`src/rtl/ucs_consts.svh`:
```
`ifndef UCS_CONSTS_SVH
`define UCS_CONSTS_SVH
// What this block does
// - divide select picks 1, 16, 64 or reset
// - master reset clears flags, keeps other control
// - word select picks bits, parity and stops
// - format changes act immediately, not buffered
// - tx control drives request-to-send and interrupt
// - code 11 sends break, interrupt off
// - control bit 7 enables receive interrupts
// - select low: write control, read status
// - rx full set on transfer, read clears
// - tx empty high once data moved on
// - carrier flag latches until status+data read
// - carrier still lost: interrupt clears, bit follows
// - status bit 3 mirrors clear-to-send input
// - framing error from missing first stop bit
// - overrun found on second unread character
// - overrun shown after prior character read
// - parity error on count mismatch, held
// - no parity format: no generate, no check
// - status bit 7 mirrors interrupt output
// - seven-bit modes: bit 7 zero, ignored
// - serial order least significant bit first
// - data register loads on strobe falling edge
`define UCS_CTRL_RESET 8'h03
`define UCS_DIV_1 2'b00
`define UCS_DIV_16 2'b01
`define UCS_DIV_64 2'b10
`define UCS_DIV_MR 2'b11
`define UCS_N16_M1 6'h0f
`define UCS_N64_M1 6'h3f
`define UCS_TXC_INT 2'b01
`define UCS_TXC_RTSHI 2'b10
`define UCS_TXC_BRK 2'b11
`define UCS_FIFO_DEPTH 4
`endif

```
`src/rtl/ucs_pkg.sv`:
```
package ucs_pkg;
  typedef enum logic {UCS_IDLE, UCS_BUSY} ucs_phase_e;

  typedef struct packed {
    logic e;
    logic cs0;
    logic cs1;
    logic cs2N;
    logic regSel;
    logic rnw;
    logic [7:0] din;
    logic txc;
    logic rxc;
    logic rxd;
    logic ctsN;
    logic dcdN;
  } ucs_pins_s;

  typedef struct packed {
    ucs_pins_s sync1;
    ucs_pins_s sync2;
    logic eDly;
    logic txcDly;
    logic rxcDly;
    logic dcdDly;
    logic [7:0] ctrl;
    logic [7:0] tdr;
    logic tdrFull;
    logic [7:0] rdr;
    logic rxFull;
    logic frameErr;
    logic parErr;
    logic overrunPend;
    logic overrun;
    logic dcdLatch;
    logic dcdIrq;
    logic statSeen;
    logic [7:0] dout;
    logic doeN;
    logic irqOeN;
    ucs_phase_e txPh;
    logic [3:0] txIdx;
    logic [5:0] txCnt;
    logic [7:0] txByte;
    logic txOut;
    ucs_phase_e rxPh;
    logic [3:0] rxIdx;
    logic [5:0] rxCnt;
    logic [7:0] rxShift;
    logic rxPar;
    logic rxArm;
  } ucs_state_s;
endpackage

```
`src/rtl/ucs_uart_regs.sv`:
```
`include "ucs_consts.svh"

// ****************************************
// fifo between data register and shifter
// ****************************************
module ucs_fifo #(
  parameter int WIDTH = 8,
  parameter int DEPTH = 4
) (
  input wire logic clock,
  input wire logic arst_n,
  input wire logic flush,
  input wire logic inValid,
  input wire logic [WIDTH-1:0] inData,
  output logic inReady,
  output logic outValid,
  output logic [WIDTH-1:0] outData,
  input wire logic outReady
);
  localparam int AW = (DEPTH > 1) ? $clog2(DEPTH) : 1;

  generate
    if (DEPTH < 2 || (DEPTH & (DEPTH - 1)) != 0 || WIDTH < 1) begin : gBad
      $error("fifo depth must be a power of two, at least 2");
    end
  endgenerate

  typedef struct packed {
    logic [DEPTH-1:0][WIDTH-1:0] mem;
    logic [AW:0] wr;
    logic [AW:0] rd;
  } ucs_fifo_s;

  ucs_fifo_s q;
  ucs_fifo_s d;

  always_comb begin
    d = q;
    outValid = (q.wr != q.rd);
    inReady = !((q.wr[AW] != q.rd[AW]) && (q.wr[AW-1:0] == q.rd[AW-1:0]));
    outData = q.mem[q.rd[AW-1:0]];
    if (inValid && inReady) begin
      d.mem[q.wr[AW-1:0]] = inData;
      d.wr = q.wr + 1'b1;
    end
    if (outValid && outReady) begin
      d.rd = q.rd + 1'b1;
    end
    // flush drops queued characters so reset leaves nothing to send
    if (flush) begin
      d.wr = '0;
      d.rd = '0;
    end
  end

  always_ff @(posedge clock or negedge arst_n) begin
    if (!arst_n) begin
      q <= '0;
    end else begin
      q <= d;
    end
  end
endmodule // ucs_fifo

// ****************************************
// control and status registers with serial sections
// ****************************************
module ucs_uart_regs
  import ucs_pkg::*;
#(
  parameter int FIFO_DEPTH = `UCS_FIFO_DEPTH
) (
  input wire logic clock,
  input wire logic arst_n,
  input wire logic chipSel0,
  input wire logic chipSel1,
  input wire logic chipSel2N,
  input wire logic regSelect,
  input wire logic readNotWrite,
  input wire logic enable,
  input wire logic [7:0] dataIn,
  output logic [7:0] dataOut,
  output logic dataOeN,
  output logic irqOut,
  output logic irqOeN,
  input wire logic txClk,
  input wire logic rxClk,
  input wire logic serialIn,
  output logic serialOut,
  input wire logic clearToSendN,
  input wire logic carrierDetectN,
  output logic requestToSendN
);
  ucs_state_s q;
  ucs_state_s d;
  ucs_pins_s p;

  logic fifoInValid;
  logic fifoInReady;
  logic fifoOutValid;
  logic [7:0] fifoOutData;
  logic fifoPop;
  logic masterReset;

  logic sel;
  logic eFall;
  logic wrCtrl;
  logic wrTdr;
  logic rdStat;
  logic rdRdr;
  logic eight;
  logic parEn;
  logic parOdd;
  logic twoStop;
  logic [3:0] nData;
  logic [3:0] firstStop;
  logic [3:0] lastIdx;
  logic [5:0] divM1;
  logic txFall;
  logic rxRise;
  logic [7:0] txMasked;
  logic txBit;
  logic [7:0] rxMasked;
  logic rxFullFlag;
  logic txEmptyFlag;
  logic irqNow;
  logic [7:0] status;

  ucs_fifo #(
    .WIDTH(8),
    .DEPTH(FIFO_DEPTH)
  ) uFifo (
    .clock(clock),
    .arst_n(arst_n),
    .flush(masterReset),
    .inValid(fifoInValid),
    .inData(q.tdr),
    .inReady(fifoInReady),
    .outValid(fifoOutValid),
    .outData(fifoOutData),
    .outReady(fifoPop)
  );

  always_comb begin
    d = q;
    // ****************************************
    // pin synchronisers
    // ****************************************
    d.sync1 = '{enable, chipSel0, chipSel1, chipSel2N, regSelect, readNotWrite, dataIn,
                txClk, rxClk, serialIn, clearToSendN, carrierDetectN};
    d.sync2 = q.sync1;
    p = q.sync2;
    d.eDly = p.e;
    d.txcDly = p.txc;
    d.rxcDly = p.rxc;
    d.dcdDly = p.dcdN;

    // ****************************************
    // bus decode
    // ****************************************
    sel = p.cs0 && p.cs1 && !p.cs2N;
    eFall = q.eDly && !p.e;
    wrCtrl = eFall && sel && !p.regSel && !p.rnw;
    wrTdr = eFall && sel && p.regSel && !p.rnw;
    rdStat = eFall && sel && !p.regSel && p.rnw;
    rdRdr = eFall && sel && p.regSel && p.rnw;

    // ****************************************
    // format decode straight from control
    // ****************************************
    // no shadow copy, so a change lands mid-character
    masterReset = (q.ctrl[1:0] == `UCS_DIV_MR);
    eight = q.ctrl[4];
    parEn = !q.ctrl[4] || q.ctrl[3];
    parOdd = q.ctrl[2];
    twoStop = !q.ctrl[3] && !(q.ctrl[4] && q.ctrl[2]);
    nData = eight ? 4'h8 : 4'h7;
    firstStop = nData + 4'h1 + {3'h0, parEn};
    lastIdx = firstStop + {3'h0, twoStop};
    case (q.ctrl[1:0])
      `UCS_DIV_16: divM1 = `UCS_N16_M1;
      `UCS_DIV_64: divM1 = `UCS_N64_M1;
      default: divM1 = 6'h00;
    endcase
    txFall = q.txcDly && !p.txc;
    rxRise = !q.rxcDly && p.rxc;

    // ****************************************
    // control and data writes
    // ****************************************
    if (wrCtrl) begin
      d.ctrl = p.din;
    end
    fifoInValid = q.tdrFull && !masterReset;
    if (fifoInValid && fifoInReady) begin
      d.tdrFull = 1'b0;
    end
    if (wrTdr) begin
      d.tdr = p.din;
      d.tdrFull = 1'b1;
    end

    // ****************************************
    // transmitter
    // ****************************************
    txMasked = eight ? q.txByte : {1'b0, q.txByte[6:0]};
    if (q.txIdx == 4'h0) begin
      txBit = 1'b0;
    end else if (q.txIdx <= nData) begin
      txBit = txMasked[3'(q.txIdx - 4'h1)];
    end else if (parEn && q.txIdx == nData + 4'h1) begin
      txBit = (^txMasked) ^ parOdd;
    end else begin
      txBit = 1'b1;
    end
    fifoPop = 1'b0;
    if (masterReset) begin
      d.txPh = UCS_IDLE;
    end else if (txFall) begin
      case (q.txPh)
        UCS_IDLE: begin
          if (fifoOutValid) begin
            fifoPop = 1'b1;
            d.txByte = fifoOutData;
            d.txIdx = 4'h0;
            d.txCnt = divM1;
            d.txPh = UCS_BUSY;
          end
        end
        UCS_BUSY: begin
          if (q.txCnt != 6'h00) begin
            d.txCnt = q.txCnt - 6'h01;
          end else if (q.txIdx >= lastIdx) begin
            d.txPh = UCS_IDLE;
          end else begin
            d.txIdx = q.txIdx + 4'h1;
            d.txCnt = divM1;
          end
        end
        default: d.txPh = UCS_IDLE;
      endcase
    end
    if (q.ctrl[6:5] == `UCS_TXC_BRK) begin
      d.txOut = 1'b0;
    end else if (q.txPh == UCS_BUSY && !masterReset) begin
      d.txOut = txBit;
    end else begin
      d.txOut = 1'b1;
    end

    // ****************************************
    // host reads of data and status
    // ****************************************
    if (rdStat && (q.dcdLatch || q.overrun)) begin
      d.statSeen = 1'b1;
    end
    if (rdRdr) begin
      if (q.overrunPend) begin
        // keep full so the lost-data mark is seen before new data
        d.overrun = 1'b1;
        d.overrunPend = 1'b0;
      end else begin
        d.overrun = 1'b0;
        d.rxFull = 1'b0;
      end
      if (q.statSeen) begin
        d.dcdLatch = 1'b0;
        d.dcdIrq = 1'b0;
        d.statSeen = 1'b0;
      end
    end

    // ****************************************
    // receiver
    // ****************************************
    rxMasked = eight ? q.rxShift : {1'b0, q.rxShift[6:0]};
    if (p.rxd) begin
      d.rxArm = 1'b1;
    end
    // lost carrier holds the receiver idle as well
    if (masterReset || p.dcdN) begin
      d.rxPh = UCS_IDLE;
    end else if (rxRise) begin
      case (q.rxPh)
        UCS_IDLE: begin
          if (!p.rxd && q.rxArm) begin
            d.rxArm = 1'b0;
            d.rxPh = UCS_BUSY;
            d.rxIdx = (divM1 == 6'h00) ? 4'h1 : 4'h0;
            d.rxCnt = divM1 >> 1;
          end
        end
        UCS_BUSY: begin
          if (q.rxCnt != 6'h00) begin
            d.rxCnt = q.rxCnt - 6'h01;
          end else begin
            d.rxCnt = divM1;
            d.rxIdx = q.rxIdx + 4'h1;
            if (q.rxIdx == 4'h0) begin
              if (p.rxd) begin
                d.rxPh = UCS_IDLE;
              end
            end else if (q.rxIdx <= nData) begin
              d.rxShift[3'(q.rxIdx - 4'h1)] = p.rxd;
            end else if (q.rxIdx < firstStop) begin
              d.rxPar = p.rxd;
            end else begin
              // only first stop is checked; resync waits for mark
              d.rxPh = UCS_IDLE;
              if (!d.rxFull) begin
                d.rdr = rxMasked;
                d.rxFull = 1'b1;
                d.frameErr = !p.rxd;
                d.parErr = parEn && ((^rxMasked) ^ q.rxPar ^ parOdd);
              end else if (!d.overrun) begin
                d.overrunPend = 1'b1;
              end
            end
          end
        end
        default: d.rxPh = UCS_IDLE;
      endcase
    end

    // ****************************************
    // master reset and carrier detect
    // ****************************************
    if (masterReset) begin
      d.rxFull = 1'b0;
      d.frameErr = 1'b0;
      d.parErr = 1'b0;
      d.overrun = 1'b0;
      d.overrunPend = 1'b0;
      d.tdrFull = 1'b0;
      d.dcdLatch = 1'b0;
      d.dcdIrq = 1'b0;
      d.statSeen = 1'b0;
    end
    if (p.dcdN && !q.dcdDly) begin
      d.dcdLatch = 1'b1;
      d.dcdIrq = 1'b1;
    end

    // ****************************************
    // status and interrupt
    // ****************************************
    rxFullFlag = q.rxFull && !p.dcdN;
    txEmptyFlag = !q.tdrFull && !p.ctsN && !masterReset;
    irqNow = ((q.ctrl[6:5] == `UCS_TXC_INT) && txEmptyFlag)
             || (q.ctrl[7] && (rxFullFlag || q.overrun || q.dcdIrq));
    status = {irqNow, q.parErr, q.overrun, q.frameErr,
              p.ctsN, q.dcdLatch || p.dcdN, txEmptyFlag, rxFullFlag};
    d.irqOeN = !irqNow;
    d.doeN = !(sel && p.e && p.rnw);
    if (sel && p.e && p.rnw) begin
      d.dout = p.regSel ? q.rdr : status;
    end
  end

  assign dataOut = q.dout;
  assign dataOeN = q.doeN;
  assign irqOut = 1'b0;
  assign irqOeN = q.irqOeN;
  assign serialOut = q.txOut;
  assign requestToSendN = (q.ctrl[6:5] == `UCS_TXC_RTSHI);

  always_ff @(posedge clock or negedge arst_n) begin
    if (!arst_n) begin
      q <= '0;
      q.ctrl <= `UCS_CTRL_RESET;
      q.doeN <= 1'b1;
      q.irqOeN <= 1'b1;
      q.txOut <= 1'b1;
      q.sync1 <= '{1'b0, 1'b0, 1'b0, 1'b1, 1'b0, 1'b0, 8'h00, 1'b0, 1'b0, 1'b1, 1'b0, 1'b0};
      q.sync2 <= '{1'b0, 1'b0, 1'b0, 1'b1, 1'b0, 1'b0, 8'h00, 1'b0, 1'b0, 1'b1, 1'b0, 1'b0};
    end else begin
      q <= d;
    end
  end
endmodule // ucs_uart_regs

```
`config.mk`:
```
export PLATFORM = sky130hd
export DESIGN_NAME = ucs_uart_regs
export DESIGN_NICKNAME = d
export VERILOG_FILES = /design/src/rtl/ucs_pkg.sv /design/src/rtl/ucs_uart_regs.sv
export VERILOG_INCLUDE_DIRS = /design/src /design/src/rtl
export SDC_FILE = /design/constraint.sdc
export NUM_CORES = 1
export LEC_CHECK = 0
export ABC_CLOCK_PERIOD_IN_PS = 3100
export BUFFER_PORTS_ARGS = -buffer_cell sky130_fd_sc_hd__buf_2
export CAP_MARGIN = 5
export CORE_ASPECT_RATIO = 0.5
export CORE_UTILIZATION = 40
export DETAILED_ROUTE_END_ITERATION = 6
export PLACE_DENSITY = 0.63
export SYNTH_ARGS = -nofsm -noshare
export SYNTH_HDL_FRONTEND = slang
export SYNTH_HIERARCHICAL = 1
export SYNTH_SLANG_ARGS = --single-unit
```
`constraint.sdc`:
```
create_clock -name clock -period 3.1 [get_ports clock]
set_input_delay 0.465 -clock clock [delete_from_list [all_inputs] [get_ports clock]]
set_output_delay 0.465 -clock clock [all_outputs]
set_load 0.005 [all_outputs]
```
[After elaboration in Yosys (flattened, before gate mapping)]
Index checks and enable logic that the tools add are counted.
W data, S select, Z words.
Word-level totals
  bits in registers: 164
  input bits: 21
Cells by class
  add/sub/neg operators: 11
  order comparisons: 10
  eq/ne operators: 22
  muxes and demuxes: 78
  bitwise gates (word level): 12
  reductions and logical operators: 84
Operators by type and width (number)
  $mux W8: 8
  $pmux W11 S2: 2
  $mux W19: 2
  $mux W1: 34
  $logic_and A1 B1 Y1: 33
  $bwmux W32: 1
  $mux W4: 8
  $mux W9: 3
  $ne A2 B2 Y1 const B: 11
  $mux W21: 1
  $logic_not A1 Y1: 18
  $mux W6: 3
  $bmux W8 S2: 1
  $demux W8 S2: 1
  $reduce_and A8 Y1: 2
  $reduce_xor A8 Y1: 2
  $mux W5: 3
  $add A4 B1 Y4 const B: 3
  $pmux W6 S2: 1
  $reduce_and A4 Y1: 3
  $reduce_bool A2 Y1: 6
  $reduce_bool A6 Y1: 2
  $sub A6 B1 Y6 const B: 2
  $mux W11: 1
  34 further kinds: 66

[Longest topological paths before layout]
Gate-level depths: netlist (run 1).
  depth in word-level cells: 20
  depth in mapped cells: 12

[Modules after synthesis]
The synthesis (run 1) kept the hierarchy.
Modules (own cells, without submodules)
  ucs_uart_regs: instances 1, cells each 539, area an instance 5863.1 sq um, seq. area each 3139.3 sq um
  ucs_fifo: instances 1, cells each 144, area an instance 1969.4 sq um, seq. area each 950.9 sq um

[Worst setup path before layout (run 1)]
Ideal clock, no wire load.
  path kind: register to register
  start: register q, in the netlist eight
  end: register q[38] in the netlist's numbering
  arrival time: 2.527 ns
  required time: 3.034 ns
  path slack: 0.507 ns
  stages on the path, launching flop included: 12
  path buffers: 1
  clock period less this slack: 2.593 ns
  cells stage by stage: dfrtp_1 > buf_2 > nand2_1 > ha_1 > ha_1 > inv_1 > ha_1 > a21o_1 > a21o_1 > a211o_1 > or4_1 > nand2_1
Between the ends
  cells in the longest elaborated chain, start to end: 7
  elaborated cells between the ends (all ways): 12
  classes of those cells: add/sub (3); order compare (1); eq/ne (1); mux (1); reduce/logical (6)
RTL lines
  start: declaration: RTL line ucs_uart_regs.sv:94  | ucs_state_s q;
  $mux W4, or another cell as far along: RTL line ucs_uart_regs.sv:177  | nData = eight ? 4'h8 : 4'h7;
  $add A4 B1 Y4, or another cell as far along: RTL line ucs_uart_regs.sv:178  | firstStop = nData + 4'h1 + {3'h0, parEn};
  $add A4 B1 Y4 / $logic_and A1 B1 Y1 (equally long branches): RTL line ucs_uart_regs.sv:178, ucs_uart_regs.sv:176
  $add A4 B1 Y4 *: RTL line ucs_uart_regs.sv:179  | lastIdx = firstStop + {3'h0, twoStop};
  $ge A4 B4 Y1 *: RTL line ucs_uart_regs.sv:233  | end else if (q.txIdx >= lastIdx) begin
  $ne A2 B2 Y1 (no source line) *
  $reduce_and A5 Y1 (no source line) *
Every way passes the cells marked *; elsewhere a longest branch is shown, timed or not.
A chain may end at the register's enable or synchronous reset.

[Worst setup path after layout (run 1)]
Same ends and word-level chain as after synthesis.

==> results_dict.tcl, run 1 <==
set metrics [dict create \
    status "complete, no violations" \
    start_util 0.417 \
    hold-path-endpoint "d[90]" \
    cts_buffers 17 \
    pre_cts_ws_ns 0.328 \
    synthAdderAreaFrac 0.0431 \
    use_met2 0.268 \
    finalWorstSetupSlack_ns 0.330 \
    worstMarginPinSlew_ns 1.00 \
    port_buffers 32 \
    max-cap-violations 0 \
    synth_area_leaders "dfrtp_1 (49%), mux2_2 (7.6%), ha_1 (4.3%)" \
    timing.rr.end "q[38]" \
    synth-seq-cells 163 \
    rrSetupSlack_ns 0.33 \
    worstSetupPathType "reg2reg" \
    seq_power_share 0.432 \
    drt_pass1_iterations 4 \
    grt_setup_unrepaired "false" \
    path_common_cell "ha_1" \
    track_usage 0.170 \
    synth_top_family_by_area "multiplexers" \
    antenna_cells 0 \
    setup_viol_count_final 0 \
    worst_hold_slack_ns 0.136 \
    die_w_microns 200 \
    ios 34 \
    p_int_mw 3.94 \
    floorplan.die_area_sq_um 20200 \
    routed_wl_microns 15900 \
    synth_edf_count 0 \
    critPathCaptureType "register" \
    syn_avg_cell_area_sq_um 11.5 \
    ant_nets 0 \
    fin_setup_tns_ns 0 \
    drtIter0Drc 346 \
    skew_ns 0.0135 \
    yosysTopAreaCell "dfrtp_1" \
    switching_share 0.328 \
    cp_cell_sequence "nand2_1 > ha_1 > ha_1 > inv_1 > ha_1 > a21o_1 > a21o_1 > a211o_1 > or4_1 > nand2_1" \
    synth_cell_types 74 \
    drive_gt1_frac 0.239 \
    ys.flop_type "dfrtp_1" \
    antenna_found_initial 0 \
    final_hold_viol_count 0 \
    worstRegToRegCells 10 \
    seqCellArea_sq_um 4090 \
    hold_depth 1 \
    grt_use_met3 0.0331 \
    area.growth.synth_to_final_pct 12.9 \
    syn_inst 683 \
    cpPeakStageDelay_ns 0.58 \
    slowest_stage "dfrtp_1" \
    cts_sinks 163 \
    fin_nets 766 \
    final_common_cell "dfrtp_1" \
    multi_input_area_sq_um 3440 \
    rr_startpoint "eight" \
    leakage_nw 4.07 \
    slew_violations 0 \
    coreArea_sq_um 18800 \
    nFillCells 1699 \
    yosys.area_share.simple 0.126 \
    die_y_microns 101 \
    synth_compound_area_frac 0.107 \
    mostFrequentLayoutCells "dfrtp_1 (154), nand2_1 (81), mux2_2 (53)" \
    clkLatencyLatePin_ns 0.43 \
    grt_max_degree 56 \
    wl_per_cell_microns 16.1 \
    fin_crit_sh 0.894 \
    synthArstFlopShare 1.00 \
    cp.required_ns 3.47 \
    grt_pass1_vias 5151 \
    synthMuxAreaShare 0.131 \
    hp-start "serialIn" \
    yosysTopAreaCellShare 0.492 \
    cts-root-buf "clkbuf_16" \
    vias 5154 \
    ir_drop_mv 0.303 \
    power_density_nw_per_um2 663 \
    viasPerCell 5.21 \
    comb_power_share 0.234 \
    yosys.area_share.xor_xnor 0.0308 \
    cts_tree "yes" \
    critPathArrivalTime_ns 3.14 \
    ys.warnings.count 6 \
    drcViolationCount 0 \
    timing.fmax_ghz 0.361 \
    syn-cell-area_sq_um 7830 \
    rows 35 \
    syn-num-nets 731 \
    top_usage_layer "met2" \
    dp_cells 957 \
    stdcell_count 990 \
    hpwl_microns 11200 \
    min_period_ns 2.77 \
    htreeDepth 4 \
    cp-start-kind "register" \
    hold_class "in2reg" \
    pwr-share-clk 0.334 \
    cts_buffer_depth 2 \
    maxSlewHeadroom 0.326 \
    seq_area_frac_synth 0.522 \
    gp_congestion 0.825 \
    p_switching_mw 1.92 \
    post_cts_resize_count 0 \
    grt_pass1_wl_microns 26400 \
    crit_path_max_fanout 12 \
    grt_util_met1 0.237 \
    grt-ovfl-total 0 \
    path_clk_slew_ns 0.07 \
]
[repair_timing]
item	in CTS	in global routing
endpoints found under the hold margin	1	0
setup buffers	0	0
setup endpoints to repair	0	0
hold buffers	1	0
[critical path, delay by kind of cell, from the launching register on]
family | cells | cell delay (ns)
AOI/OAI and AO/OA | 3 | 0.71
DFF | 1 | 0.58
buffers and inverters | 1 | 0.04
adders and majority gates | 3 | 0.75
and+or+nand+nor | 3 | 0.64
[cell families (layout without fill, tap and decap cells)]
group / after synthesis / count (layout)
mux: 82 / 82
fa+ha+maj: 27 / 27
simple gates: 193 / 193
flops: 163 / 163
xor+xnor: 23 / 23
buf+inv: 67 / 115
compound gates: 127 / 127
other cells: 1 / 1
[worst max-delay path by stage]
stage / from / end / depth (start not counted)
after detailed placement: eight / q[38] / 10
after global placement: eight / q[38] / 10
after CTS: eight / q[38] / 10
final: eight / q[38] / 10
after floorplan: eight / q[38] / 11
after global routing: eight / q[35] / 11
[synthesized netlist by cell type, drive strengths merged, types with 8 or more instances]
cell and number:
mux2i 12, a21oi 30, a31oi 12, clkbuf 17, inv 32, nor3 8, nor2b 12, xnor2 15
dfstp 9, dfrtp 154, nand2 82, buf 17, mux4 9, ha 27, o21ai 38, nand3 14
nand2b 8, mux2 61, nor2 32
[stage by stage]
stage / power, mW / area, sq um / util
2_1_floorplan: 3.55 / 7830 / -
3_3_place_gp: 3.89 / 8280 / 0.441
3_5_place_dp: 3.93 / 8280 / 0.441
4_1_cts: 5.91 / 8840 / 0.471
5_1_grt: 6.18 / 8840 / 0.471
6_report: 5.86 / 8840 / 0.471
[per-layer routing]
layer,share of wire,vias to the layer above,routed length [microns]
met5,0,-,0
met1,0.50,2592,7970
met2,0.46,66,7340
met4,0.010,0,163
li1,-,2482,-
met3,0.027,14,423
[registers in the layout, indices dropped and copies added, names as in the netlist]
signal     count
d             23
p             15
parOdd         1
dataOeN        1
uFifo/q       38
serialOut      1
irqOeN         1
q             74
dataOut        8
eight          1
[final cells by class]
class,instances,share of cell area
clock buffer,20,0.0505
clock inverter,12,0.0112
inverter,33,0.0140
multi-input combinational,453,0.389
sequential,163,0.463
tap,259,0.0367
timing repair buffer,50,0.0358
[power groups by stage]
stage / sequential (mW) / combinational, mW / clock [mW]
after floorplan: 2.49 / 1.06 / 0
after global placement: 2.56 / 1.33 / 0
after detailed placement: 2.57 / 1.36 / 0
after CTS: 2.53 / 1.37 / 2.00
after global routing: 2.56 / 1.52 / 2.10
final: 2.53 / 1.37 / 1.96
Power figures use the tool's default switching activity.
==> run 2, diff against run 1 <==
--- a/config.mk
+++ b/config.mk
@@ -6,13 +6,15 @@
 export SDC_FILE = /design/constraint.sdc
 export NUM_CORES = 1
 export LEC_CHECK = 0
-export ABC_CLOCK_PERIOD_IN_PS = 3100
+export ABC_CLOCK_PERIOD_IN_PS = 2300
 export BUFFER_PORTS_ARGS = -buffer_cell sky130_fd_sc_hd__buf_2
 export CAP_MARGIN = 5
+export CELL_PAD_IN_SITES_DETAIL_PLACEMENT = 2
+export CELL_PAD_IN_SITES_GLOBAL_PLACEMENT = 2
 export CORE_ASPECT_RATIO = 0.5
-export CORE_UTILIZATION = 40
+export CORE_UTILIZATION = 38
 export DETAILED_ROUTE_END_ITERATION = 6
-export PLACE_DENSITY = 0.63
+export PLACE_DENSITY = 0.83
 export SYNTH_ARGS = -nofsm -noshare
 export SYNTH_HDL_FRONTEND = slang
 export SYNTH_HIERARCHICAL = 1
==> constraint.sdc (replaced) <==
create_clock -name clock -period 2.3 [get_ports clock]
set_input_delay 0.345 -clock clock [delete_from_list [all_inputs] [get_ports clock]]
set_output_delay 0.345 -clock clock [all_outputs]
set_load 0.005 [all_outputs]
==> run 2 against run 1 <==
Net effect: critical endpoint unchanged; critical path depth grew 1; the run now ends with negative setup slack left; register-to-register slack lost 0.80 ns; power grew 72%; sequential power up 40%; cell count is 8.5% higher.
==> results_dict.tcl, run 2 (synthesis gave the netlist of run 1 again) <==
set metrics [dict create \
    hpwl_microns 17000 \
    fin_crit_sh 1.20 \
    start_util 0.395 \
    worstRegToRegCells 11 \
    clkLatencyLatePin_ns 0.48 \
    skew_ns 0.0284 \
    violations "negative setup slack" \
    leakage_nw 4.60 \
    port_buffers 32 \
    slew_violations 0 \
    drcViolationCount 0 \
    fin_nets 841 \
    max-cap-violations 0 \
    timing.fmax_ghz 0.361 \
    wl_per_cell_microns 37.9 \
    crit_path_max_fanout 5 \
    path_clk_slew_ns 0.08 \
    setup_viol_count_final 40 \
    grt_pass1_wl_microns 54600 \
    grt_max_degree 57 \
    multi_input_area_sq_um 3940 \
    ir_drop_mv 0.623 \
    worstSetupPathType "reg2reg" \
    maxSlewHeadroom 0.386 \
    timing.rr.end "q[38]" \
    die_y_microns 104 \
    drt_pass1_iterations 5 \
    nFillCells 1883 \
    finalWorstSetupSlack_ns -0.467 \
    drive_gt1_frac 0.386 \
    die_w_microns 205 \
    hp-start "dataIn[7]" \
    min_period_ns 2.77 \
    power_density_nw_per_um2 995 \
    antenna_found_initial 3 \
    rr_startpoint "eight" \
    hold-path-endpoint "d[100]" \
    cts_sinks 163 \
    final_common_cell "dfrtp_1" \
    critPathCaptureType "register" \
    status "finished, violations left" \
    grt_setup_unrepaired "true" \
    floorplan.die_area_sq_um 21200 \
    drtIter0Drc 653 \
    grt_pass1_vias 7430 \
    coreArea_sq_um 19800 \
    viasPerCell 6.52 \
    ant_nets 0 \
    track_usage 0.363 \
    final_hold_viol_count 0 \
    ios 34 \
    fin_util 0.513 \
    cts_buffer_depth 2 \
    cp.required_ns 2.65 \
    grt-ovfl-total 0 \
    mostFrequentLayoutCells "dfrtp_1 (151), nand2_1 (75), buf_4 (60)" \
    cts-root-buf "clkbuf_16" \
    gp_congestion 0.797 \
    rrSetupSlack_ns -0.47 \
    cp-start-kind "register" \
    vias 7004 \
    largest_reg_flops 74 \
    area.growth.synth_to_final_pct 29.7 \
    hold_depth 1 \
    worst_hold_slack_ns 0.0157 \
    rows 36 \
    routed_wl_microns 40800 \
    regMostFlops "q" \
    hold_class "in2reg" \
    htreeDepth 4 \
    worstMarginPinSlew_ns 0.911 \
    cts_tree "yes" \
    cts_buffers 17 \
    seqCellArea_sq_um 4090 \
    critPathArrivalTime_ns 3.12 \
]
==> run 2: cell count changes in the layout (fill, tap and decap cells not counted), sizes merged, moves of 4 or more <==
cell,delta
inv,+4
clkinv,-4
buf,+58
dlygate4sd3,+17
==> run 2: final cells by class <==
class	count	share of cell area
Sequential cell	163	0.403
Timing Repair Buffer	125	0.101
Tap cell	266	0.0328
Multi-Input combinational cell	453	0.388
Antenna cell	2	0.000493
Clock inverter	14	0.0182
Inverter	33	0.0132
Clock buffer	18	0.0432
==> run 2: how the worst max path moves through the flow <==
stage                      from     to  slack [ns]  depth (start not counted)
final                     eight  q[38]       -0.47                         11
after global routing      eight  q[39]       -0.49                         11
after CTS                 eight  q[35]       -0.24                         12
after detailed placement  eight  q[20]       -0.27                          8
after global placement    eight  q[38]       -0.08                         10
after floorplan           eight  q[38]       -0.15                         10
==> run 2: power by group <==
part	internal (mW)	switching [mW]	leakage [nW]
Combinational	1.14	2.11	2.21
Sequential	3.13	0.419	2.09
Clock	1.70	1.62	0.302
Total	5.96	4.15	4.60
==> run 2: critical path: stages, from the launching register on <==
cell	delay (ns)
dfrtp_2	0.48
a21oi_4	0.21
ha_4	0.19
ha_4	0.20
inv_4	0.08
ha_4	0.20
a21o_1	0.19
a21o_1	0.22
a211o_1	0.34
buf_6	0.17
o211ai_1	0.26
nand2_2	0.09
==> run 2: metrics by stage <==
step	setup TNS (ns)	total power [mW]	instance area, sq um	instances	setup slack, ns
after global routing	-11.51	10.2	10200	1074	-0.491
final	-11.05	10.1	10200	1074	-0.467
after CTS	-4.92	9.33	9860	1062	-0.243
after floorplan	-0.151	4.84	7940	683	-0.146
after global placement	-0.347	5.49	8740	1005	-0.0792
after detailed placement	-3.69	5.76	8740	1005	-0.268
==> run 2: per-layer routing <==
layer	vias up	GRT usage	share of wire
li1	2616	-	-
met1	3705	0.439	0.39
met2	451	0.603	0.47
met3	232	0.0812	0.069
met4	0	0.192	0.072
met5	-	0	0
==> run 2: repair_timing <==
action	CTS	global route
pin swaps	8	15
endpoints found under the setup margin	39	45
endpoints found under the hold margin	62	6
hold buffers	12	6
gates cloned	2	0
buffers inserted	11	4
gates resized for setup	58	51
